### config.mk
export PLATFORM = sky130hd
export DESIGN_NAME = pcicr_regs
export DESIGN_NICKNAME = d
export VERILOG_FILES = /design/src/hdl/pcicr_pkg.sv /design/src/hdl/pcicr_regs.sv
export SDC_FILE = /design/constraint.sdc
export NUM_CORES = 1
export LEC_CHECK = 0
export ABC_AREA = 1
export BUFFER_PORTS_ARGS = -buffer_cell sky130_fd_sc_hd__buf_4
export CORE_MARGIN = 5
export CORE_UTILIZATION = 46
export DETAILED_ROUTE_END_ITERATION = 7
export PLACE_DENSITY = 0.81
export SLEW_MARGIN = 20
export SYNTH_ARGS = -nofsm -noshare
export SYNTH_HDL_FRONTEND = slang
export SYNTH_SLANG_ARGS = --single-unit
### constraint.sdc
create_clock -name core_clk -period 2.65 [get_ports core_clk]
set_input_delay 0.1325 -clock core_clk [delete_from_list [all_inputs] [get_ports core_clk]]
set_output_delay 0.1325 -clock core_clk [all_outputs]
set_load 0.02 [all_outputs]
### src/hdl/pcicr_pkg.sv
`default_nettype none

// ============================================================
// Configuration header constants for the capability registers.
// ============================================================
package pcicr_pkg;

    // Dword byte offsets of the three registers in configuration space.
    localparam logic [7:0] CAP_PTR_OFF  = 8'h34; // Capability list pointer.
    localparam logic [7:0] MISC_OFF     = 8'h3C; // Latency, grant and interrupt.
    localparam logic [7:0] PMC_OFF      = 8'hDC; // Power management capabilities.

    // Fixed values seen by the host.
    localparam logic [7:0] FIRST_CAP    = 8'hDC; // Offset of the first capability entry.
    localparam logic [7:0] NEXT_CAP     = 8'hE4; // Offset of the hot-swap entry.
    localparam logic [7:0] PM_CAP_CODE  = 8'h01; // Power management capability code.

    // Reset values.
    localparam logic [2:0] PM_REV_RST   = 3'h1;  // Interface revision code.
    localparam logic [4:0] WAKE_RST     = 5'h00; // No wake support after reset.
    localparam logic [7:0] BYTE_RST     = 8'h00; // Plain byte fields.

    // Only bits 3 and 0 of the wake support mask can ever be set.
    localparam logic [4:0] WAKE_WR_MASK = 5'h09;

    // Field positions of the miscellaneous register.
    localparam int LATENCY_LSB  = 24; // Maximum latency byte.
    localparam int MIN_GNT_LSB  = 16; // Minimum grant byte.
    localparam int INT_PIN_LSB  = 8;  // Interrupt pin byte.
    localparam int INT_LINE_LSB = 0;  // Interrupt line byte.

    // Field positions of the power management capabilities register.
    localparam int WAKE_LSB     = 27; // Wake support mask, five bits.
    localparam int STATE_TWO    = 26; // Intermediate state two support.
    localparam int STATE_ONE    = 25; // Intermediate state one support.
    localparam int DSI_BIT      = 21; // Device specific initialisation.
    localparam int AUX_PWR_BIT  = 20; // Auxiliary power source.
    localparam int WAKE_CLK_BIT = 19; // Clock needed for wake signalling.
    localparam int VER_LSB      = 16; // Version, three bits.
    localparam int NEXT_LSB     = 8;  // Next capability offset.
    localparam int ID_LSB       = 0;  // Capability identifier.

endpackage : pcicr_pkg

`default_nettype wire

### src/hdl/pcicr_regs.sv
`default_nettype none

// Overview of operation
// - Capability pointer reads fixed first entry offset.
// - Interrupt pin bits seven to one read zero.
// - Pin bit zero set by preload or local bus.
// - Pin bit one means single interrupt used.
// - Wake mask preloadable, bits 4,2,1 stay zero.
// - Intermediate state support bits read zero.
// - Auxiliary power source bit reads zero.
// - Version resets to one, overridable locally.
// - Next capability offset reads hot-swap entry.
// - Capability identifier reads power management code.
// - Local fields ignore host writes, block during load.
// - Preload accepted only when strap latched high.

// ============================================================
// Capability pointer, miscellaneous and power capability registers.
// ============================================================
module pcicr_regs (
    input  wire logic        core_clk,     // System clock, 40 MHz.
    input  wire logic        rst,          // Bus reset, asynchronous, active high.
    input  wire logic        eeprom_present_strap, // Preload strap level.
    input  wire logic        cfg_req,      // Host configuration access strobe.
    input  wire logic        cfg_wr,       // Host access is a write.
    input  wire logic [7:0]  cfg_addr,     // Host byte offset of the dword.
    input  wire logic [3:0]  cfg_be,       // Host byte enables.
    input  wire logic [31:0] cfg_wdata,    // Host write data.
    output logic      [31:0] cfg_rdata,    // Host read data.
    output logic             cfg_ack,      // Host access done.
    input  wire logic        lb_req,       // Local bus access strobe.
    input  wire logic        lb_wr,        // Local access is a write.
    input  wire logic [7:0]  lb_addr,      // Local byte offset of the dword.
    input  wire logic [3:0]  lb_be,        // Local byte enables.
    input  wire logic [31:0] lb_wdata,     // Local write data.
    output logic      [31:0] lb_rdata,     // Local read data.
    output logic             lb_ack,       // Local access done.
    input  wire logic        ee_busy,      // Preload in progress.
    input  wire logic        ee_wr,        // Preload word strobe.
    input  wire logic [7:0]  ee_addr,      // Preload byte offset.
    input  wire logic [3:0]  ee_be,        // Preload byte enables.
    input  wire logic [31:0] ee_wdata,     // Preload data.
    output logic             uses_pci_interrupt, // Device drives one interrupt.
    output logic      [7:0]  interrupt_line, // Routing byte set by host.
    output logic      [4:0]  wake_support  // Power states that may raise wake.
);

    // ============================================================
    // Helpers.
    // ============================================================

    // Dword match of a byte offset against a register offset.
    function automatic logic hit(input logic [7:0] a, input logic [7:0] off);
        hit = (a[7:2] == off[7:2]);
    endfunction : hit

    // Byte lane merge of write data into an old byte.
    function automatic logic [7:0] lane(input logic [7:0] old, input logic [31:0] d,
                                        input logic [3:0] be, input int lsb);
        lane = be[lsb/8] ? d[lsb +: 8] : old;
    endfunction : lane

    // ============================================================
    // State.
    // ============================================================
    logic [7:0] latency_reg,   latency_next;   // Maximum latency byte.
    logic [7:0] min_gnt_reg,   min_gnt_next;   // Minimum grant byte.
    logic       int_pin_reg,   int_pin_next;   // Interrupt pin bit zero.
    logic [7:0] int_line_reg,  int_line_next;  // Interrupt line byte.
    logic [4:0] wake_reg,      wake_next;      // Wake support mask.
    logic       dsi_reg,       dsi_next;       // Device specific initialisation.
    logic [2:0] ver_reg,       ver_next;       // Power management version.
    logic       strap_reg,     strap_next;     // Latched preload strap.
    logic       strap_done_reg, strap_done_next; // Strap has been sampled.
    logic [31:0] cfg_rdata_next;               // Next host read data.
    logic [31:0] lb_rdata_next;                // Next local read data.

    // Qualified writers.
    logic lb_ok;   // Local write allowed.
    logic ee_ok;   // Preload write allowed.
    logic cfg_ok;  // Host write.

    // A local write racing a preload would leave a half loaded field.
    assign lb_ok  = lb_req && lb_wr && !ee_busy;
    assign ee_ok  = ee_wr && ee_busy && strap_reg;
    assign cfg_ok = cfg_req && cfg_wr;

    // Read image of a register; unmapped offsets read zero.
    function automatic logic [31:0] image(input logic [7:0] a);
        logic [31:0] w;
        w = 32'h0000_0000;
        if (hit(a, pcicr_pkg::CAP_PTR_OFF)) begin
            w[7:0] = pcicr_pkg::FIRST_CAP;
        end else if (hit(a, pcicr_pkg::MISC_OFF)) begin
            w[pcicr_pkg::LATENCY_LSB +: 8]  = latency_reg;
            w[pcicr_pkg::MIN_GNT_LSB +: 8]  = min_gnt_reg;
            w[pcicr_pkg::INT_PIN_LSB]       = int_pin_reg;
            w[pcicr_pkg::INT_LINE_LSB +: 8] = int_line_reg;
        end else if (hit(a, pcicr_pkg::PMC_OFF)) begin
            w[pcicr_pkg::WAKE_LSB +: 5]     = wake_reg;
            w[pcicr_pkg::STATE_TWO]         = 1'b0;
            w[pcicr_pkg::STATE_ONE]         = 1'b0;
            w[pcicr_pkg::DSI_BIT]           = dsi_reg;
            w[pcicr_pkg::AUX_PWR_BIT]       = 1'b0;
            w[pcicr_pkg::WAKE_CLK_BIT]      = |wake_reg;
            w[pcicr_pkg::VER_LSB +: 3]      = ver_reg;
            w[pcicr_pkg::NEXT_LSB +: 8]     = pcicr_pkg::NEXT_CAP;
            w[pcicr_pkg::ID_LSB +: 8]       = pcicr_pkg::PM_CAP_CODE;
        end
        image = w;
    endfunction : image

    // ============================================================
    // Strap capture.
    // ============================================================

    // The strap is caught on the first edge after reset release, since
    // an asynchronously reset flop may not load a port value.
    always_comb begin
        strap_next      = strap_reg;
        strap_done_next = 1'b1;
        if (!strap_done_reg) begin
            strap_next = eeprom_present_strap;
        end
    end

    always_ff @(posedge core_clk or posedge rst) begin
        if (rst) begin
            strap_reg      <= 1'b0;
            strap_done_reg <= 1'b0;
        end else begin
            strap_reg      <= strap_next;
            strap_done_reg <= strap_done_next;
        end
    end

    // ============================================================
    // Field updates.
    // ============================================================

    // Preload and local writes never coincide, since local writes are
    // held off for the whole load. Host writes only reach the line byte.
    always_comb begin
        latency_next  = latency_reg;
        min_gnt_next  = min_gnt_reg;
        int_pin_next  = int_pin_reg;
        int_line_next = int_line_reg;
        wake_next     = wake_reg;
        dsi_next      = dsi_reg;
        ver_next      = ver_reg;
        // The host may set the line byte; a local write in the same
        // cycle comes later and wins.
        if (cfg_ok && hit(cfg_addr, pcicr_pkg::MISC_OFF)) begin
            int_line_next = lane(int_line_reg, cfg_wdata, cfg_be,
                                 pcicr_pkg::INT_LINE_LSB);
        end
        if (lb_ok && hit(lb_addr, pcicr_pkg::MISC_OFF)) begin
            latency_next  = lane(latency_reg, lb_wdata, lb_be, pcicr_pkg::LATENCY_LSB);
            min_gnt_next  = lane(min_gnt_reg, lb_wdata, lb_be, pcicr_pkg::MIN_GNT_LSB);
            int_line_next = lane(int_line_reg, lb_wdata, lb_be, pcicr_pkg::INT_LINE_LSB);
            if (lb_be[1]) begin
                int_pin_next = lb_wdata[pcicr_pkg::INT_PIN_LSB];
            end
        end else if (ee_ok && hit(ee_addr, pcicr_pkg::MISC_OFF)) begin
            latency_next = lane(latency_reg, ee_wdata, ee_be, pcicr_pkg::LATENCY_LSB);
            min_gnt_next = lane(min_gnt_reg, ee_wdata, ee_be, pcicr_pkg::MIN_GNT_LSB);
            if (ee_be[1]) begin
                int_pin_next = ee_wdata[pcicr_pkg::INT_PIN_LSB];
            end
        end
        // Power management fields: local bus first, else preload.
        if (lb_ok && hit(lb_addr, pcicr_pkg::PMC_OFF)) begin
            if (lb_be[3]) begin
                wake_next = lb_wdata[pcicr_pkg::WAKE_LSB +: 5]
                            & pcicr_pkg::WAKE_WR_MASK;
            end
            if (lb_be[2]) begin
                dsi_next = lb_wdata[pcicr_pkg::DSI_BIT];
                ver_next = lb_wdata[pcicr_pkg::VER_LSB +: 3];
            end
        end else if (ee_ok && hit(ee_addr, pcicr_pkg::PMC_OFF)) begin
            if (ee_be[3]) begin
                wake_next = ee_wdata[pcicr_pkg::WAKE_LSB +: 5]
                            & pcicr_pkg::WAKE_WR_MASK;
            end
            if (ee_be[2]) begin
                dsi_next = ee_wdata[pcicr_pkg::DSI_BIT];
                ver_next = ee_wdata[pcicr_pkg::VER_LSB +: 3];
            end
        end
    end

    always_ff @(posedge core_clk or posedge rst) begin
        if (rst) begin
            latency_reg  <= pcicr_pkg::BYTE_RST;
            min_gnt_reg  <= pcicr_pkg::BYTE_RST;
            int_pin_reg  <= 1'b0;
            int_line_reg <= pcicr_pkg::BYTE_RST;
            wake_reg     <= pcicr_pkg::WAKE_RST;
            dsi_reg      <= 1'b0;
            ver_reg      <= pcicr_pkg::PM_REV_RST;
        end else begin
            latency_reg  <= latency_next;
            min_gnt_reg  <= min_gnt_next;
            int_pin_reg  <= int_pin_next;
            int_line_reg <= int_line_next;
            wake_reg     <= wake_next;
            dsi_reg      <= dsi_next;
            ver_reg      <= ver_next;
        end
    end

    // ============================================================
    // Read answers and status outputs.
    // ============================================================

    // Every access is answered one cycle later; writes return zero data.
    always_comb begin
        cfg_rdata_next = (cfg_req && !cfg_wr) ? image(cfg_addr) : 32'h0000_0000;
        lb_rdata_next  = (lb_req && !lb_wr) ? image(lb_addr) : 32'h0000_0000;
    end

    always_ff @(posedge core_clk or posedge rst) begin
        if (rst) begin
            cfg_rdata          <= 32'h0000_0000;
            cfg_ack            <= 1'b0;
            lb_rdata           <= 32'h0000_0000;
            lb_ack             <= 1'b0;
            uses_pci_interrupt <= 1'b0;
            interrupt_line     <= pcicr_pkg::BYTE_RST;
            wake_support       <= pcicr_pkg::WAKE_RST;
        end else begin
            cfg_rdata          <= cfg_rdata_next;
            cfg_ack            <= cfg_req;
            lb_rdata           <= lb_rdata_next;
            lb_ack             <= lb_req;
            uses_pci_interrupt <= int_pin_next;
            interrupt_line     <= int_line_next;
            wake_support       <= wake_next;
        end
    end
endmodule : pcicr_regs

`default_nettype wire

==> impl_results.md, run 1 <==
- Num CTS Buffers: 9
- Setup crit start kind: input pin
- Synth Cell Area: 4250 sq um
- CTS tree: yes
- Post-CTS setup buffer count: 0
- Setup_tns: 0 ns
- Leak: 0.003044 uW
- Crit. End Element: register
- Seq/Total Area, Yosys: 51.25%
- Worst Setup Slack, final: 0.3975 ns
- Vias in the first global route: 4124
- Final setup violation count: 0
- Reg2Reg Depth: 7
- WHS Path Cells: 2
- Most frequent cells in the layout: 180 x nand2_1, 161 x buf_4, 86 x dfrtp_1
- Clk sink count: 87
- Biggest regs: cfg_rdata: 26 flops, lb_rdata: 26 flops
- Min-Delay Endpoint: strap_reg
- Area Overhead vs Synth: 32.79%
- RSZ-0062 raised after global routing: no
- Worst Hold Class: in -> reg
- Status: completed
- CP peak stage delay: 0.53 ns
- Initial core utilization: roughly 47%
- R2r endpoint: latency_reg[1]
- First-pass GRT wire length: 20.11 mm
- DRC: 0
- Worst Path Class, Setup: in -> reg
- Total congestion overflow: 0
- Total number of vias: 4165
- Post-synthesis instance total: 521
- Setup WS pre-CTS: 0.5734 ns
- Hpwl dp: 9.503 mm
- Core box area: 9109 sq um
- Synth Register Bits: 87
- PwrDens: 466.7 nW/um^2
- Hold Startpoint: eeprom_present_strap
- Warning count from the yosys run: 0
- Worst Path Required: 2.87 ns
- Netlist cell types: 26
- RR Startpoint: strap_reg
- Post-route cell area: 5644 sq um
- P_int: about 2000 uW
- Slowest stage cell, crit path: dlygate4sd3_1
- Total GRT Usage: 22.02%
- Slew margin rel.: about half
- Largest family of logic cells by synthesized area: simple AND/OR/NAND/NOR gates
- Drt first pass iters: 5
- Min cycle time layout: 2.253 ns
- Peak VDD IR: 0.3091 mV
- Fraction of layout cells with a size suffix above 1: 29.81%
- Maximum fanout along the worst path: 42
- Cells after DPL: 764
- Post-synthesis mux area share: less than 1%
- Combinational power share: 13.3%
- Die Area: roughly 11000 sq um
- Critical path arrival: 2.47 ns
- NetSw: 667.0 uW
- Clock buffer depth: 2
- DRT Wirelength: 12.29 mm
- Worst-Skew Late Latency: 0.34 ns
- Die X-Extent: 106.1 um
- Final #Nets: around 800
- Hold Vio Cnt, Final: 0
- Sequential Power Share: 52.8%
- Avg Inst Size Synth: a little over 8 sq um
- Final Non-Filler Cells: 782
- PortBufs: 155
- Xor/xnor share of the synthesized area: 0%
- Post-synthesis adder-cell area fraction: 0%
- Commonest non-fill, non-tap cell in the layout: nand2_1
- Initial drt markers: about 260
- FP Rows: 35
- Net Sw Frac: 25.32%
- Io pins: 221
- Ant diodes: 0
- H-tree levels: 3
- Compound-gate portion of the synthesized area: ~3.4%
- Final Cycle Share: 85.00%
- Initial antenna violation count: 0
- Clock-pin slew on the worst setup and hold paths: around 0.080 ns
- Drt via density: between 5 and 6
- CTS Root Cell: clkbuf_8
- # Max-Cap Violations: 0
- Largest net degree at the start of global routing: 45
- Fin. max-slew vios: 0
- Slew @ Worst Pin: approximately 0.74 ns
- Die Y: 106.1 um
- Reg2reg setup slack: 1.09 ns
- Dpl cell area: 5425 sq um
- Avg WL per Cell: 15.71 um
- Post-route ant nets: 0
- Clk network pwr share: 33.9%
- Crit path cell chain: dlygate4sd3_1 -> buf_4 -> nand2_1 -> nor2_4 -> buf_4 -> nand3_1 -> nand2_1 -> nand3_1 -> nand2_1 -> nand2_1
- Worst Skew: 0.01210 ns
- Simple-Gate Fraction of Synth Area: 36.41%
- Placer Congestion: between 0.8 and 0.9
- FMAX: 443.9 MHz
- CP most frequent cell: nand2_1
## worst max path at each step
| stage | end | slack [ns] | cells after the start | startpoint |
|---|---|---|---|---|
| 2_1_floorplan | cfg_ack | 0.27 | 1 | rst |
| 3_3_place_gp | ver_reg[2] | 0.68 | 9 | lb_req |
| 3_5_place_dp | latency_reg[1] | 0.57 | 8 | lb_addr[2] |
| 4_1_cts | dsi_reg | 0.46 | 10 | lb_req |
| 5_1_grt | ver_reg[2] | 0.16 | 10 | lb_req |
| 6_report | dsi_reg | 0.40 | 10 | lb_req |
## through the flow
| stage | hold WS (ns) | util, % | power (uW) |
|---|---|---|---|
| finish | 0.02750 | 61.96 | 2634 |
| global route | 0.01589 | 61.96 | 2749 |
| CTS | 0.006266 | 61.96 | 2649 |
| detailed placement | 0.2680 | 59.56 | 1763 |
| global placement | 0.2658 | 59.56 | 1752 |
| floorplan | 0.1639 | - | 1588 |
## timing repair
item | in CTS | in global routing
endpoints found under the hold margin | 45 | 0
resized for setup | 0 | 0
hold buffers | 3 | 0
## cells by family after synthesis
| kind of cell | after synthesis |
|---|---|
| multiplexers | 1 |
| AO/OA/AOI/OAI | 28 |
| buffers and inverters | 75 |
| AND/OR/NAND/NOR | 328 |
| flip-flops | 87 |
| other | 2 |
## synthesized netlist by cell type, drive strengths merged
master	instances	area share (%)
and3	2	0.29
conb	2	0.18
mux2	1	0.26
clkbuf	5	0.44
a21oi	24	2.8
nand3	53	7.0
nor2	19	2.9
clkinv	1	0.088
nand4	40	5.9
buf	33	4.8
or2	1	0.15
dfrtp	86	51
a211oi	1	0.18
o21ai	3	0.35
nor3	25	2.9
inv	36	3.2
dfstp	1	0.62
nand2	188	17
## area by class of cell
class                      count  area [sq um]
clock inverter                 3         43.79
tap                          111         138.9
sequential                    87          2178
fill                         780          3465
clock buffer                  12         145.1
timing repair buffer         165          1259
inverter                      37         140.1
multi-input combinational    367          1739
## critical path: cells and delay by family
family,cells,cell delay (ns)
and+or+nand+nor,7,1.27
buffers and inverters,3,1.06
## power groups by stage
stage,Clock [uW],Sequential [uW],Combinational [uW]
6_report,892,1390,350
3_3_place_gp,0,1420,337
3_5_place_dp,0,1420,346
4_1_cts,907,1390,351
2_1_floorplan,0,1420,165
5_1_grt,966,1400,387
## metal layers
layer / global-route usage, % / up-vias / part of all wire (%)
met2: 37.69 / 204 / 49
met1: 27.91 / 1965 / 41
li1: - / 1977 / -
met4: 7.493 / 0 / 1.9
met5: 0 / - / 0
met3: 4.250 / 19 / 7.5
Note: power is estimated with default switching activity, not from simulation.
==> run 2, diff against run 1 <==
--- a/config.mk
+++ b/config.mk
@@ -11,6 +11,7 @@
 export CORE_UTILIZATION = 46
 export DETAILED_ROUTE_END_ITERATION = 7
 export PLACE_DENSITY = 0.81
+export RECOVER_POWER = 100
 export SLEW_MARGIN = 20
 export SYNTH_ARGS = -nofsm -noshare
 export SYNTH_HDL_FRONTEND = slang
==> run 2 against run 1 <==
Critical path type unchanged. Critical path depth decreased by 1. Fmax shrank 3.5%. Sequential cell count unchanged. Via count up 0.50%. Sequential power is essentially flat. Critical endpoint is now latency_reg[1]. The flow now finishes with violations (capacitance limit, slew limit). Highest routed layer unchanged.
==> impl_results.md, run 2 (same netlist as run 1, synthesis figures left out) <==
- Status: finished, violations left
- Failing checks: capacitance limit, slew limit
- Sequential Power Share: 53.1% (+0.3 points)
- Net Sw Frac: 25.49% (+0.17 points)
- Maximum fanout along the worst path: 33 (-21%)
- Fin. max-slew vios: 44 (+44)
- Vias in the first global route: 4124 (unchanged)
- Largest net degree at the start of global routing: 45 (unchanged)
- CP most frequent cell: nand2_1
- Clock buffer depth: 2 (unchanged)
- Min-Delay Endpoint: cfg_rdata[2]
- Initial core utilization: 46.66% (unchanged)
- CTS Root Cell: clkbuf_8
- Hpwl dp: 9.503 mm (unchanged)
- GR Layer Usage met2: 37.69% (unchanged)
- Avg WL per Cell: 15.84 um (+0.82%)
- Die Area: 11260 sq um (unchanged)
- Largest delay share family, worst path: simple AND/OR/NAND/NOR gates
- Die Y: 106.1 um (unchanged)
- Slew margin rel.: -7.097% (-58 points)
- Post-route ant nets: 0 (unchanged)
- Io pins: 221 (unchanged)
- Fraction of layout cells with a size suffix above 1: 18.03% (-12 points)
- # Max-Cap Violations: 1 (+1)
- Worst Path Required: 2.88 ns (about the same)
- Biggest regs: cfg_rdata: 26 flops, lb_rdata: 26 flops
- Slowest stage cell, crit path: nand2_1
- Die X-Extent: 106.1 um (unchanged)
- Reg2reg setup slack: 0.85 ns (-0.24 ns)
- PortBufs: 155 (unchanged)
- Number of gates resized after cts: 0 (unchanged)
- CP Buf/Inv Count: 2 (-1)
- Final setup violation count: 0 (unchanged)
- Met1 global-route usage: 27.91% (unchanged)
- P_int: 1953 uW (-0.72%)
- Worst Path Class, Setup: in -> reg
- Crit path cell chain: dlygate4sd3_1 -> buf_4 -> nand2_1 -> nor2_4 -> nand3_4 -> nand2_1 -> nand3_2 -> nand2_1 -> nand2_1
- Num CTS Buffers: 9 (unchanged)
- Leak: 0.002734 uW (-10%)
- Core box area: 9109 sq um (unchanged)
- Final Cycle Share: 88.11% (+3.1 points)
- Final #Nets: 808 (unchanged)
- First-pass GRT wire length: 20.11 mm (unchanged)
- Most frequent cells in the layout: 182 x nand2_1, 86 x dfrtp_1, 85 x buf_4
- Worst-Skew Late Latency: 0.34 ns (about the same)
- H-tree levels: 3 (unchanged)
- FP Rows: 35 (unchanged)
- Initial antenna violation count: 0 (unchanged)
- Setup_tns: 0 ns (unchanged)
- FMAX: 428.3 MHz (-3.5%)
- CTS tree: yes
- Hold Startpoint: cfg_addr[3]
- Grt peak-use layer: met2
- Hold Vio Cnt, Final: 0 (unchanged)
- Commonest non-fill, non-tap cell in the layout: nand2_1
- CP peak stage delay: 0.63 ns (+0.10 ns)
- RR Startpoint: strap_reg
- DRC: 0 (unchanged)
- Crit. End Element: register
- Worst Skew: 0.01355 ns (+0.001453 ns)
- Ant diodes: 0 (unchanged)
- RSZ-0062 raised after global routing: no
- Clk network pwr share: 34.1% (+0.2 points)
- Drt via density: 5.353 (+0.50%)
- Final Non-Filler Cells: 782 (unchanged)
- WHS Path Cells: 2 (unchanged)
- Clock-pin slew on the worst setup and hold paths: 0.09 ns (about the same)
- DRT Wirelength: 12.39 mm (+0.82%)
- Total number of vias: 4186 (+0.50%)
- Initial drt markers: 260 (-1.1%)
- Total congestion overflow: 0 (unchanged)
- Worst Hold Class: in -> reg
- Setup crit start kind: input pin
- Placer Congestion: 0.8653 (unchanged)
- Critical path arrival: 2.56 ns (+0.09 ns)
- R2r endpoint: latency_reg[1]
- Combinational power share: 12.8% (-0.5 points)
- Area Overhead vs Synth: 25.99%
- Reg2Reg Depth: 7 (unchanged)
- Drt first pass iters: 5 (unchanged)
- Cells after DPL: 764 (unchanged)
- Post-CTS setup buffer count: 0 (unchanged)
- Fin Hold WS: 0.02774 ns (+0.0002337 ns)
- Clk sink count: 87 (unchanged)
- Hold Buf Count CTS: 3 (unchanged)
- PwrDens: 489.5 nW/um^2 (+4.9%)
- Min cycle time layout: 2.335 ns (+0.08249 ns)
- Met3 Usage GRT: 4.250% (unchanged)
- Peak VDD IR: 0.3131 mV (+1.3%)
- NetSw: 668.3 uW (+0.19%)
- Total GRT Usage: 22.02% (unchanged)
- Slew @ Worst Pin: 1.605 ns (+0.8687 ns)
[run 2: metrics by stage]
step	total power [uW]	utilization (%)	instance area (sq um)	setup WS, ns
2_1_floorplan	1588	-	4280	0.2690
3_3_place_gp	1752	59.56	5425	0.6754
3_5_place_dp	1763	59.56	5425	0.5734
4_1_cts	2649	61.96	5644	0.4589
5_1_grt	2734	58.79	5355	0.1094
6_report	2621	58.79	5355	0.3150
[run 2: worst max path at each step]
stage,startpoint,end,slack [ns],cells after the start
after floorplan,rst,cfg_ack,0.27,1
after global placement,lb_req,ver_reg[2],0.68,9
after detailed placement,lb_addr[2],latency_reg[1],0.57,8
after CTS,lb_req,dsi_reg,0.46,10
after global routing,lb_req,ver_reg[2],0.11,10
final,lb_req,latency_reg[1],0.31,9
[run 2: cell type report]
class | count | area [sq um]
Fill cell | 858 | 3754
Inverter | 37 | 138.9
Clock buffer | 12 | 145.1
Sequential cell | 87 | 2178
Multi-Input combinational cell | 367 | 1729
Clock inverter | 3 | 43.79
Tap cell | 111 | 138.9
Timing Repair Buffer | 165 | 980.9
[run 2: worst reg2reg max path, delay by kind of cell (launching register included)]
kind | cells | cell delay (ns)
flip-flops | 1 | 0.38
AND/OR/NAND/NOR | 7 | 1.31
[run 2: layer usage]
layer	wire length, um	vias to the layer above
met5	0	-
met4	244	0
met3	958	21
met2	6030	215
met1	5156	1974
li1	-	1976
[run 2: power groups by stage]
| stage | registers [uW] | logic [uW] | clock network (uW) |
|---|---|---|---|
| after floorplan | 1420 | 165 | 0 |
| after global placement | 1420 | 337 | 0 |
| after detailed placement | 1420 | 346 | 0 |
| after CTS | 1390 | 351 | 907 |
| after global routing | 1400 | 373 | 966 |
| final | 1390 | 336 | 894 |
